==> src/core/loopback_pkg.sv <==
// Function
// - Frame control bit 0 written 1 forces LT operation over an NT strap.
// - Ready framer-to-deframer loopback reads 0x0B in activation status.
// - Analog loopback sends input data to line driver, line receive to output.
// - Every reset clears the analog loopback modifier bits.
// - Analog loopback copies eoc, M4 and M5/M6 transmit into receive registers.
// - Register set select 0x01 maps overlay set, 0x00 restores normal set.
// - Overlay pin configuration 0x22 drives superframe sync pin, 0x00 releases.
// - Overlay loopback 0x20 enables analog loopback, 0x00 turns it off.
// - Activated analog loopback reads 0xB in activation status.
package loopback_pkg;
	localparam int DATA_W = 8;
	localparam int FIFO_DEPTH = 4;
	// Word indices; byte address is index times four
	localparam logic [3:0] IDX_M4_TX = 4'h0;
	localparam logic [3:0] IDX_M4_RX = 4'h1;
	localparam logic [3:0] IDX_M56_TX = 4'h2;
	localparam logic [3:0] IDX_M56_RX = 4'h3;
	localparam logic [3:0] IDX_EOC_TX = 4'h4;
	localparam logic [3:0] IDX_EOC_RX = 4'h5;
	localparam logic [3:0] IDX_FRAME = 4'h6;
	localparam logic [3:0] IDX_SET_SEL = 4'h7;
	localparam logic [3:0] IDX_ACT_CTRL = 4'h8;
	localparam logic [3:0] IDX_EQ_CTRL = 4'h9;
	localparam logic [3:0] IDX_LOOP_CTRL = 4'hA;
	localparam logic [3:0] IDX_CUST_EN = 4'hB;
	localparam logic [3:0] IDX_ACT_STAT = 4'hC;
	localparam logic [3:0] IDX_OV_MOD = 4'hD;
	localparam logic [3:0] IDX_OV_PIN = 4'hE;
	localparam logic [3:0] IDX_OV_LOOP = 4'hF;
	// Field positions
	localparam int FRAME_LT_BIT = 0;
	localparam int LOOP_F2D_BIT = 4;
	localparam int OV_ANALOG_BIT = 5;
	localparam int CUST_EN_BIT = 0;
	localparam logic [1:0] MOD_BITS_MASK = 2'h3;
	localparam int MOD_LSB = 6;
	// Codes
	localparam logic [7:0] RESET_VAL = 8'h00;
	localparam logic [7:0] SET_OVERLAY = 8'h01;
	localparam logic [7:0] PIN_DRIVE = 8'h22;
	localparam logic [7:0] ACT_F2D = 8'h89;
	localparam logic [7:0] EQ_F2D = 8'h0C;
	localparam logic [7:0] STAT_READY = 8'h0B;
	localparam logic [7:0] STAT_IDLE = 8'h00;
	typedef struct packed {
		logic [7:0] eoc;
		logic [7:0] m4;
		logic [7:0] m56;
	} mchan_s;
endpackage : loopback_pkg

==> src/core/stream_fifo.sv <==
`timescale 1ns/1ns
module stream_fifo #(
	parameter int WIDTH = 8,
	parameter int DEPTH = 4
) (
	input wire logic clock,
	input wire logic srst,
	input wire logic inValid,
	output logic inReady,
	input wire logic [WIDTH-1:0] inData,
	output logic outValid,
	input wire logic outReady,
	output logic [WIDTH-1:0] outData
);
	localparam int AW = $clog2(DEPTH);
	logic [WIDTH-1:0] mem [DEPTH];
	logic [AW-1:0] wrPtr_r;
	logic [AW-1:0] rdPtr_r;
	logic [AW:0] count_r;
	wire push = inValid && inReady;
	wire pop = outValid && outReady;
	// Full and empty come straight from the occupancy count
	assign inReady = (count_r != (AW+1)'(DEPTH));
	assign outValid = (count_r != '0);
	assign outData = mem[rdPtr_r];
	always_ff @(posedge clock) begin
		if (push) begin
			mem[wrPtr_r] <= inData;
		end
	end
	// Pointers wrap on the power-of-two depth
	always_ff @(posedge clock) begin
		if (srst) begin
			wrPtr_r <= '0;
			rdPtr_r <= '0;
			count_r <= '0;
		end else begin
			wrPtr_r <= push ? wrPtr_r + AW'(1) : wrPtr_r;
			rdPtr_r <= pop ? rdPtr_r + AW'(1) : rdPtr_r;
			count_r <= count_r + (AW+1)'(push) - (AW+1)'(pop);
		end
	end
endmodule : stream_fifo

==> src/core/u_loopback_control.sv <==
// Added by the designer: the APB register port and the placing of the registers.
`timescale 1ns/1ns
module u_loopback_control (
	input wire logic clock,
	input wire logic srst,
	// APB slave
	input wire logic psel,
	input wire logic penable,
	input wire logic pwrite,
	input wire logic [31:0] paddr,
	input wire logic [31:0] pwdata,
	output logic [31:0] prdata,
	output logic pready,
	output logic pslverr,
	// Strap pin, high means strapped as NT
	input wire logic strapNt,
	// TDM serial input bytes
	input wire logic dinValid,
	output logic dinReady,
	input wire logic [7:0] dinData,
	// TDM serial output bytes
	output logic doutValid,
	output logic [7:0] doutData,
	// Line transmit side
	output logic lineTxEn,
	output logic lineTxValid,
	input wire logic lineTxReady,
	output logic [7:0] lineTxData,
	// Line receive side, same clock
	input wire logic lineRxValid,
	input wire logic [7:0] lineRxData,
	input wire logic lineMValid,
	input wire loopback_pkg::mchan_s lineMData,
	// M channel transmit to framer
	output loopback_pkg::mchan_s mTx,
	// Superframe sync pin
	input wire logic sfSyncIn,
	output logic sfSyncOut,
	output logic sfSyncOe,
	output logic ltMode
);
	// Control registers
	logic [7:0] frame_r;
	logic [7:0] setSel_r;
	logic [7:0] actCtrl_r;
	logic [7:0] eqCtrl_r;
	logic [7:0] loopCtrl_r;
	logic [7:0] custEn_r;
	logic [7:0] ovMod_r;
	logic [7:0] ovPin_r;
	logic [7:0] ovLoop_r;
	loopback_pkg::mchan_s mTx_r;
	loopback_pkg::mchan_s mRx_r;
	logic [31:0] prdata_r;
	logic pslverr_r;
	logic [2:0] strapSync_r;
	logic strapNt_r;
	logic sfSyncOe_r;
	logic doutValid_r;
	logic [7:0] doutData_r;
	logic sfSeen_r;

	// Strap passes three flops; a change counts once the last two agree
	always_ff @(posedge clock) begin
		if (srst) begin
			strapSync_r <= 3'h0;
			strapNt_r <= 1'b0;
		end else begin
			strapSync_r <= {strapSync_r[1:0], strapNt};
			strapNt_r <= (strapSync_r[2] == strapSync_r[1]) ? strapSync_r[2] : strapNt_r;
		end
	end

	// Register address decode
	wire [3:0] idx = paddr[5:2];
	wire overlayMapped = (setSel_r == loopback_pkg::SET_OVERLAY);
	wire isOverlay = (idx == loopback_pkg::IDX_OV_MOD) || (idx == loopback_pkg::IDX_OV_PIN) ||
		(idx == loopback_pkg::IDX_OV_LOOP);
	wire inRange = (paddr[31:6] == 26'h0) && (paddr[1:0] == 2'h0);
	wire unmapped = !inRange || (isOverlay && !overlayMapped);
	wire setupPhase = psel && !penable;
	wire wrEn = psel && penable && pwrite && !pslverr_r;
	wire [7:0] wByte = pwdata[7:0];

	// Mode decode
	assign ltMode = !strapNt_r || frame_r[loopback_pkg::FRAME_LT_BIT];
	wire f2dLoop = loopCtrl_r[loopback_pkg::LOOP_F2D_BIT];
	wire analogLoop = ovLoop_r[loopback_pkg::OV_ANALOG_BIT];
	wire custOn = custEn_r[loopback_pkg::CUST_EN_BIT];
	wire f2dReady = f2dLoop && ltMode && custOn && (actCtrl_r == loopback_pkg::ACT_F2D) &&
		(eqCtrl_r == loopback_pkg::EQ_F2D);
	// Activation needs the returned line signal seen at least once
	wire analogReady = analogLoop && ltMode && custOn && sfSeen_r;
	wire [7:0] actStatus = (f2dReady || analogReady) ? loopback_pkg::STAT_READY :
		loopback_pkg::STAT_IDLE;

	// Read multiplexer
	logic [7:0] rdByte;
	always_comb begin
		rdByte = 8'h00;
		unique case (idx)
			loopback_pkg::IDX_M4_TX: rdByte = mTx_r.m4;
			loopback_pkg::IDX_M4_RX: rdByte = mRx_r.m4;
			loopback_pkg::IDX_M56_TX: rdByte = mTx_r.m56;
			loopback_pkg::IDX_M56_RX: rdByte = mRx_r.m56;
			loopback_pkg::IDX_EOC_TX: rdByte = mTx_r.eoc;
			loopback_pkg::IDX_EOC_RX: rdByte = mRx_r.eoc;
			loopback_pkg::IDX_FRAME: rdByte = frame_r;
			loopback_pkg::IDX_SET_SEL: rdByte = setSel_r;
			loopback_pkg::IDX_ACT_CTRL: rdByte = actCtrl_r;
			loopback_pkg::IDX_EQ_CTRL: rdByte = eqCtrl_r;
			loopback_pkg::IDX_LOOP_CTRL: rdByte = loopCtrl_r;
			loopback_pkg::IDX_CUST_EN: rdByte = custEn_r;
			loopback_pkg::IDX_ACT_STAT: rdByte = actStatus;
			loopback_pkg::IDX_OV_MOD: rdByte = ovMod_r;
			loopback_pkg::IDX_OV_PIN: rdByte = ovPin_r;
			loopback_pkg::IDX_OV_LOOP: rdByte = ovLoop_r;
		endcase
	end

	// Read data and error are caught in setup so access answers at once
	always_ff @(posedge clock) begin
		if (srst) begin
			prdata_r <= 32'h0;
			pslverr_r <= 1'b0;
		end else if (setupPhase) begin
			prdata_r <= unmapped ? 32'h0 : {24'h0, rdByte};
			pslverr_r <= unmapped;
		end
	end
	assign prdata = prdata_r;
	assign pready = 1'b1;
	assign pslverr = psel && penable && pslverr_r;

	function automatic logic hit(input logic [3:0] a, input logic [3:0] b);
		hit = (a == b);
	endfunction : hit

	// Software-written control registers; srst clears all of them
	always_ff @(posedge clock) begin
		if (srst) begin
			frame_r <= loopback_pkg::RESET_VAL;
			setSel_r <= loopback_pkg::RESET_VAL;
			actCtrl_r <= loopback_pkg::RESET_VAL;
			eqCtrl_r <= loopback_pkg::RESET_VAL;
			loopCtrl_r <= loopback_pkg::RESET_VAL;
			custEn_r <= loopback_pkg::RESET_VAL;
		end else if (wrEn) begin
			frame_r <= hit(idx, loopback_pkg::IDX_FRAME) ? wByte : frame_r;
			setSel_r <= hit(idx, loopback_pkg::IDX_SET_SEL) ? wByte : setSel_r;
			actCtrl_r <= hit(idx, loopback_pkg::IDX_ACT_CTRL) ? wByte : actCtrl_r;
			eqCtrl_r <= hit(idx, loopback_pkg::IDX_EQ_CTRL) ? wByte : eqCtrl_r;
			loopCtrl_r <= hit(idx, loopback_pkg::IDX_LOOP_CTRL) ? wByte : loopCtrl_r;
			custEn_r <= hit(idx, loopback_pkg::IDX_CUST_EN) ? wByte : custEn_r;
		end
	end

	// Overlay registers only take writes while the overlay set is mapped
	always_ff @(posedge clock) begin
		if (srst) begin
			ovMod_r <= loopback_pkg::RESET_VAL;
			ovPin_r <= loopback_pkg::RESET_VAL;
			ovLoop_r <= loopback_pkg::RESET_VAL;
		end else if (wrEn && overlayMapped) begin
			ovMod_r <= hit(idx, loopback_pkg::IDX_OV_MOD) ? wByte : ovMod_r;
			ovPin_r <= hit(idx, loopback_pkg::IDX_OV_PIN) ? wByte : ovPin_r;
			ovLoop_r <= hit(idx, loopback_pkg::IDX_OV_LOOP) ? wByte : ovLoop_r;
		end
	end

	// Modifier bits flatten the receive return slightly; a loose hybrid needs it
	wire [1:0] modBits = ovMod_r[loopback_pkg::MOD_LSB +: 2] & loopback_pkg::MOD_BITS_MASK;

	// M channel transmit registers
	always_ff @(posedge clock) begin
		if (srst) begin
			mTx_r <= '0;
		end else if (wrEn) begin
			mTx_r.m4 <= hit(idx, loopback_pkg::IDX_M4_TX) ? wByte : mTx_r.m4;
			mTx_r.m56 <= hit(idx, loopback_pkg::IDX_M56_TX) ? wByte : mTx_r.m56;
			mTx_r.eoc <= hit(idx, loopback_pkg::IDX_EOC_TX) ? wByte : mTx_r.eoc;
		end
	end
	assign mTx = mTx_r;

	// Whole superframe loops back, so receive mirrors transmit in either loop
	wire loopM = analogLoop || f2dLoop;
	always_ff @(posedge clock) begin
		if (srst) begin
			mRx_r <= '0;
		end else if (loopM) begin
			mRx_r <= mTx_r;
		end else if (lineMValid) begin
			mRx_r <= lineMData;
		end
	end

	// B and D path: input bytes buffered, then routed by mode
	logic fifoValid;
	logic fifoReady;
	logic [7:0] fifoData;
	stream_fifo #(
		.WIDTH(loopback_pkg::DATA_W),
		.DEPTH(loopback_pkg::FIFO_DEPTH)
	) u_fifo (
		.clock(clock),
		.srst(srst),
		.inValid(dinValid),
		.inReady(dinReady),
		.inData(dinData),
		.outValid(fifoValid),
		.outReady(fifoReady),
		.outData(fifoData)
	);

	// Driver is off in framer-to-deframer loop so nothing reaches the line
	assign lineTxEn = !f2dLoop;
	assign lineTxValid = lineTxEn && fifoValid;
	assign lineTxData = fifoData;
	// Internal loop drains the FIFO every cycle; line path stalls on the driver
	assign fifoReady = f2dLoop ? 1'b1 : lineTxReady;

	// Output stream: internal loop from FIFO, otherwise recovered line data
	wire [7:0] rxShaped = (modBits != 2'h0) ? {lineRxData[7:1], lineRxData[0] & !modBits[0]} :
		lineRxData;
	always_ff @(posedge clock) begin
		if (srst) begin
			doutValid_r <= 1'b0;
			doutData_r <= 8'h00;
		end else if (f2dLoop) begin
			doutValid_r <= fifoValid;
			doutData_r <= fifoData;
		end else begin
			doutValid_r <= lineRxValid;
			doutData_r <= analogLoop ? rxShaped : lineRxData;
		end
	end
	assign doutValid = doutValid_r;
	assign doutData = doutData_r;

	// Returned signal seen in analog loop marks activation
	always_ff @(posedge clock) begin
		if (srst || !analogLoop) begin
			sfSeen_r <= 1'b0;
		end else if (lineRxValid) begin
			sfSeen_r <= 1'b1;
		end
	end

	// Sync pin driven low only on the exact enabling code
	always_ff @(posedge clock) begin
		if (srst) begin
			sfSyncOe_r <= 1'b0;
		end else begin
			sfSyncOe_r <= (ovPin_r == loopback_pkg::PIN_DRIVE);
		end
	end
	assign sfSyncOe = sfSyncOe_r;
	// Pin input is not used here; the pulldown level is what we replace
	assign sfSyncOut = 1'b0 & sfSyncIn;
endmodule : u_loopback_control

==> config.mk <==
export PLATFORM = sky130hd
export DESIGN_NAME = u_loopback_control
export DESIGN_NICKNAME = d
export VERILOG_FILES = /design/src/core/loopback_pkg.sv /design/src/core/stream_fifo.sv /design/src/core/u_loopback_control.sv
export SDC_FILE = /design/constraint.sdc
export NUM_CORES = 1
export LEC_CHECK = 0
export ABC_AREA = 1
export BUFFER_PORTS_ARGS = -buffer_cell sky130_fd_sc_hd__buf_2
export CAP_MARGIN = 20
export CORE_MARGIN = 2
export CORE_UTILIZATION = 52
export DETAILED_ROUTE_END_ITERATION = 12
export PLACE_DENSITY = 0.78
export SYNTH_ARGS = -nofsm -noshare
export SYNTH_HDL_FRONTEND = slang
export SYNTH_SLANG_ARGS = --single-unit
==> constraint.sdc <==
create_clock -name clock -period 4.4 [get_ports clock]
set_input_delay 0.44 -clock clock [delete_from_list [all_inputs] [get_ports clock]]
set_output_delay 0.44 -clock clock [all_outputs]
set_load 0.1 [all_outputs]
==> results of run 1 <==
==> stage by stage <==
step,cells,setup WS [ps]
after floorplan,1070,1610
after CTS,1390,1710
after global placement,1358,2240
after detailed placement,1358,2190
after global routing,1390,1570
final,1390,1700
==> routing by layer <==
metal	global-route usage, %	wire length (um)	vias up
met3	6.19	1950	61
li1	-	-	3703
met4	12.0	833	0
met5	0	0	-
met1	37.5	9770	3542
met2	44.3	11000	376
==> cell families (layout without fill, tap and decap cells) <==
kind of cell	after synthesis	after routing	synth area share [%]
adders and majority gates	7	7	1.15
other	2	26	0.0912
buffers and inverters	135	239	8.20
DFF	185	185	48.8
and+or+nand+nor	419	419	22.9
xor gates and xnor gates	1	1	0.106
AOI/OAI and AO/OA	297	297	18.7
==> synth_stat cells, types with 4 or more instances <==
| cell | n | area share, % |
|---|---|---|
| inv_2 | 6 | 0.27 |
| dfxtp_1 | 153 | 37 |
| nor2_2 | 4 | 0.30 |
| inv_1 | 51 | 2.3 |
| nand3_1 | 39 | 2.4 |
| edfxtp_1 | 32 | 12 |
| clkbuf_1 | 35 | 1.6 |
| o21ai_0 | 149 | 9.1 |
| ha_1 | 6 | 0.91 |
| o22ai_1 | 8 | 0.61 |
| nand2_2 | 6 | 0.46 |
| nor2_4 | 13 | 1.8 |
| buf_6 | 6 | 0.82 |
| buf_4 | 32 | 2.9 |
| a21oi_1 | 111 | 6.7 |
| nor2_1 | 125 | 5.7 |
| nand4_1 | 18 | 1.4 |
| nand2_1 | 201 | 9.2 |
| a31oi_1 | 24 | 1.8 |
==> report_power, final <==
| part | internal (uW) | switching, uW | leakage [uW] |
|---|---|---|---|
| registers | 1800 | 49.2 | 0.00154 |
| logic | 160 | 738 | 0.00232 |
| clock network | 785 | 793 | 0.000300 |
==> sequential cells by signal, summed over array words and instances (netlist names), 2 cells and up, named ones only <==
register and cells:
eqCtrl_r 8, ovLoop_r 8, ovMod_r 8, u_fifo.wrPtr_r 2
u_fifo.mem 32, ovPin_r 8, frame_r 8, u_fifo.rdPtr_r 2
loopCtrl_r 8, prdata 8, mRx_r 24, setSel_r 8
custEn_r 8, strapSync_r 3, u_fifo.count_r 3, actCtrl_r 8
doutData 8, mTx 24
==> worst max-delay path by stage <==
stage                     startpoint       endpoint  cells after the start
after floorplan            flip-flop  lineTxData[4]                      4
after global placement      paddr[3]      prdata[7]                      8
after detailed placement   flip-flop  lineTxData[3]                      4
after CTS                  flip-flop  lineTxData[3]                      4
after global routing       flip-flop  lineTxData[2]                      4
final                      flip-flop  lineTxData[3]                      4
==> cell type report <==
class	count	area (um2)	area share (%)
repair buffers	148	751	7.89
inverters	59	223	2.34
multi-input cells	750	3630	38.2
flip-flops and latches	185	4020	42.3
clock inverters	15	189	1.99
clock buffers	17	425	4.47
well taps	216	270	2.84
==> worst max-delay path, delay by kind of cell, from the launching register on <==
kind            cells  cell delay [ps]
compound gates      2              410
flops               1              480
buf+inv             2              920
==> results.json, run 1 <==
{
  "cts.htree.levels": 4,
  "die_x_um": 130,
  "finalSetupTns_ps": 0,
  "reg2reg_from": "u_fifo.count_r[1]",
  "grt_overflow": 0,
  "cts.repair.resized": 0,
  "dieHeight_um": 130,
  "power_uw": 4330,
  "cp_slowest_cell": "buf_2",
  "whs_endpoint": "strapSync_r[0]",
  "grt_pass1_wl_mm": 36.4,
  "core_area_um2": 15700,
  "postSynthCellCount": 1046,
  "numCtsBuffers": 17,
  "track_usage_pct": 28.1,
  "final_util_pct": 60.8,
  "area_growth_pct": 15.5,
  "synth_cell_types": 36,
  "hold_depth": 3,
  "cts_tree": "built",
  "clockBufferDepth": 2,
  "vias_per_cell": 5.53,
  "post-route-min-period_ps": 2700,
  "avgSynthCellArea_um2": 7.88,
  "grt_max_degree": 50,
  "io_pins": 196,
  "crit_chain": "inv_1 > o21ai_0 > o22ai_1 > buf_2",
  "synth_area_um2": 8240,
  "synth_warnings": 0,
  "clkSinkCount": 185,
  "antenna_found_initial": 0,
  "cap_violations": 0,
  "end_kind": "output pin",
  "grt_pass1_vias": 6885,
  "final_common_cell": "nand2_1",
  "ys_ff_latch": 185,
  "holdWs_ps": 197,
  "cp-start-kind": "flip-flop",
  "reg2reg_to": "u_fifo.count_r[2]",
  "ys.flop_type": "dfxtp_1",
  "portBuffers": 144,
  "start_util_pct": 52.6,
  "arrival_ps": 2260,
  "setup_viol": 0,
  "cts_setup_buffers": 0,
  "fin_area_um2": 9510,
  "drt-total-wl_mm": 23.5,
  "num_rows": 46,
  "clock_latency_ps": 450,
  "slew_viol_final": 0,
  "ys_seq_area_share_pct": 48.8,
  "diodes": 0,
  "nets": 1283,
  "postPlaceCellArea_um2": 8900,
  "drc_errors": 0,
  "r2r_setup_slack_ps": 2350,
  "ir_drop_uv": 632,
  "wl_per_cell_um": 16.9,
  "status": "completed",
  "synth_edf_count": 32,
  "fmaxAchievable_mhz": 370,
  "cts.clk_slew.worst_paths_ps": 80,
  "cts_hold_buffers": 0,
  "fillers": 1398,
  "skew_ps": 9.97,
  "mostFrequentLayoutCells": "201 x nand2_1, 153 x dfxtp_1, 149 x o21ai_0",
  "firstDrtPassIters": 5,
  "timing.critical_path.slowest_cell_delay_ps": 490,
  "power_density_nw_per_um2": 455,
  "p_leak_uw": 0.00416,
  "final-hold-violation-count": 0,
  "rr_worst_depth": 12,
  "root_buffer": "clkbuf_16",
  "relSlewSlack_pct": 47.6,
  "vias": 7682,
  "ys_async_sr_fraction_pct": 0,
  "period_share_pct": 61.5,
  "place_hpwl_mm": 16.2,
  "worstHoldStart": "strapNt",
  "rsz0062_at_grt": "no",
  "hold_class": "input pin to flip-flop",
  "worst_pin_slew_ps": 784,
  "worstPathRequired_ps": 3960,
  "globalplace.congestion": 0.952,
  "crit_type": "flip-flop to output pin",
  "crit_path_max_fanout": 17,
  "dieArea_um2": 16900,
  "drive_above_1_share_pct": 18.8,
  "antenna_left": 0,
  "first_iter_violations": 777
}
Note: power is estimated with default switching activity, not from simulation.
==> run 2: changes to the inputs <==
- CORE_UTILIZATION: 52 -> 49
- PLACE_DENSITY: 0.78 -> 0.77
- clock period: 4.4 -> 2.4 ns (I/O delays scaled with it)
==> results.json, run 2 (synthesis gave the netlist of run 1 again) <==
{
  "cts.htree.levels": 4,
  "diodes": 0,
  "num_rows": 47,
  "numCtsBuffers": 17,
  "grt-busiest-layer": "met2",
  "cts.clk_slew.worst_paths_ps": 80,
  "largest_register_ffs": 32,
  "slew_viol_final": 0,
  "place_hpwl_mm": 17.1,
  "cts_hold_buffers": 5,
  "fmaxAchievable_mhz": 449,
  "antenna_left": 0,
  "grt_max_degree": 49,
  "die_x_um": 134,
  "clockBufferDepth": 2,
  "ir_drop_uv": 703,
  "end_kind": "output pin",
  "post-route-min-period_ps": 2230,
  "grt_use_met1_pct": 36.4,
  "timing.critical_path.slowest_cell_delay_ps": 460,
  "portBuffers": 144,
  "status": "completed",
  "firstDrtPassIters": 7,
  "whs_endpoint": "u_fifo.mem[3][3]",
  "area_growth_pct": 18.5,
  "p_leak_uw": 0.00428,
  "vias_per_cell": 5.50,
  "vias": 7785,
  "finalSetupTns_ps": 0,
  "largest-register": "u_fifo.mem",
  "wl_per_cell_um": 17.2,
  "clock_latency_ps": 440,
  "combPwrFrac_pct": 22.1,
  "power_density_nw_per_um2": 825,
  "clkSinkCount": 185,
  "netSwitchingPower_uw": 2950,
  "root_buffer": "clkbuf_16",
  "holdWs_ps": 13.8,
  "mostFrequentLayoutCells": "200 x nand2_1, 153 x dfxtp_1, 149 x o21ai_0",
  "grt_pass1_wl_mm": 37.2,
  "drive_above_1_share_pct": 20.6,
  "power.share.sequential_pct": 41.9,
  "multi_input_area_um2": 3680,
  "reg2reg_to": "u_fifo.count_r[2]",
  "worstPathRequired_ps": 2160,
  "arrival_ps": 1990,
  "first_iter_violations": 909,
  "grtUsageMet3_pct": 5.18,
  "crit_type": "flip-flop to output pin",
  "relSlewSlack_pct": 46.3,
  "cap_violations": 0,
  "fillers": 1486,
  "r2r_setup_slack_ps": 290,
  "grt_pass1_vias": 6955,
  "start_util_pct": 49.9,
  "drt-total-wl_mm": 24.3,
  "cp-start-kind": "flip-flop",
  "path_buf_inv": 2,
  "p_int_uw": 5110,
  "globalplace.congestion": 0.970,
  "p_sw_share_pct": 36.6,
  "setup_viol": 0,
  "core_area_um2": 16500,
  "antenna_found_initial": 0,
  "global_route.usage.met2_pct": 44.1,
  "nets": 1304,
  "dieHeight_um": 134,
  "dieArea_um2": 17900,
  "cts.repair.resized": 0,
  "skew_ps": 10.6,
  "grt_overflow": 0,
  "cts_tree": "built",
  "rr_worst_depth": 12,
  "drc_errors": 0,
  "io_pins": 196,
  "crit_path_max_fanout": 16,
  "final_common_cell": "nand2_1",
  "track_usage_pct": 27.2,
  "period_share_pct": 92.8,
  "hold_class": "input pin to flip-flop",
  "clockPowerShare_pct": 36.0,
  "reg2reg_from": "u_fifo.count_r[1]",
  "cts_setup_buffers": 0,
  "cp_slowest_cell": "buf_2",
  "rsz0062_at_grt": "no",
  "regArea_um2": 4020,
  "final-hold-violation-count": 0,
  "crit_chain": "inv_1 > o21ai_0 > o22ai_2 > buf_2",
  "worst_pin_slew_ps": 805,
  "hold_depth": 1,
  "worstHoldStart": "dinData[3]",
  "cpLargestDelayFamily": "buffers and inverters"
}
==> run 2: worst max-delay path by stage <==
stage | endpoint | start | cells past startpoint | slack (ps)
global route | u_fifo.count_r[2] | u_fifo.count_r[1] | 12 | 40
finish | lineTxData[4] | flip-flop | 4 | 170
CTS | lineTxData[4] | flip-flop | 4 | 170
global placement | u_fifo.count_r[2] | u_fifo.count_r[1] | 12 | 390
detailed placement | u_fifo.count_r[2] | u_fifo.count_r[1] | 12 | 320
floorplan | lineTxValid | loopCtrl_r[4] | 2 | 180
==> run 2: final cells by class <==
cell class,instances,share of cell area [%]
Tap cell,220,2.82
Sequential cell,185,41.2
Multi-Input combinational cell,750,37.7
Clock buffer,17,4.36
Clock inverter,15,2.04
Timing Repair Buffer,169,9.56
Inverter,59,2.28
==> run 2: per-stage QoR <==
stage	total power, uW	worst slack [ps]	utilization [%]	cells	instance area [um2]
4_1_cts	8080	167	59.1	1415	9760
5_1_grt	8320	38.9	59.1	1415	9760
3_3_place_gp	5170	393	55.0	1378	9090
3_5_place_dp	5210	320	55.0	1378	9090
2_1_floorplan	4840	183	-	1070	8380
6_report	8060	172	59.1	1415	9760
==> run 2: per-layer routing <==
metal | part of all wire, % | vias to the layer above
li1 | - | 3757
met1 | 42 | 3591
met2 | 47 | 401
met3 | 9.1 | 36
met4 | 2.4 | 0
met5 | 0 | -
==> run 2: power by group through the flow <==
| stage | clock [uW] | sequential [uW] | combinational (uW) |
|---|---|---|---|
| final | 2900 | 3380 | 1780 |
| after CTS | 2920 | 3380 | 1780 |
| after floorplan | 0 | 3510 | 1340 |
| after detailed placement | 0 | 3450 | 1760 |
| after global routing | 3060 | 3390 | 1880 |
| after global placement | 0 | 3450 | 1720 |
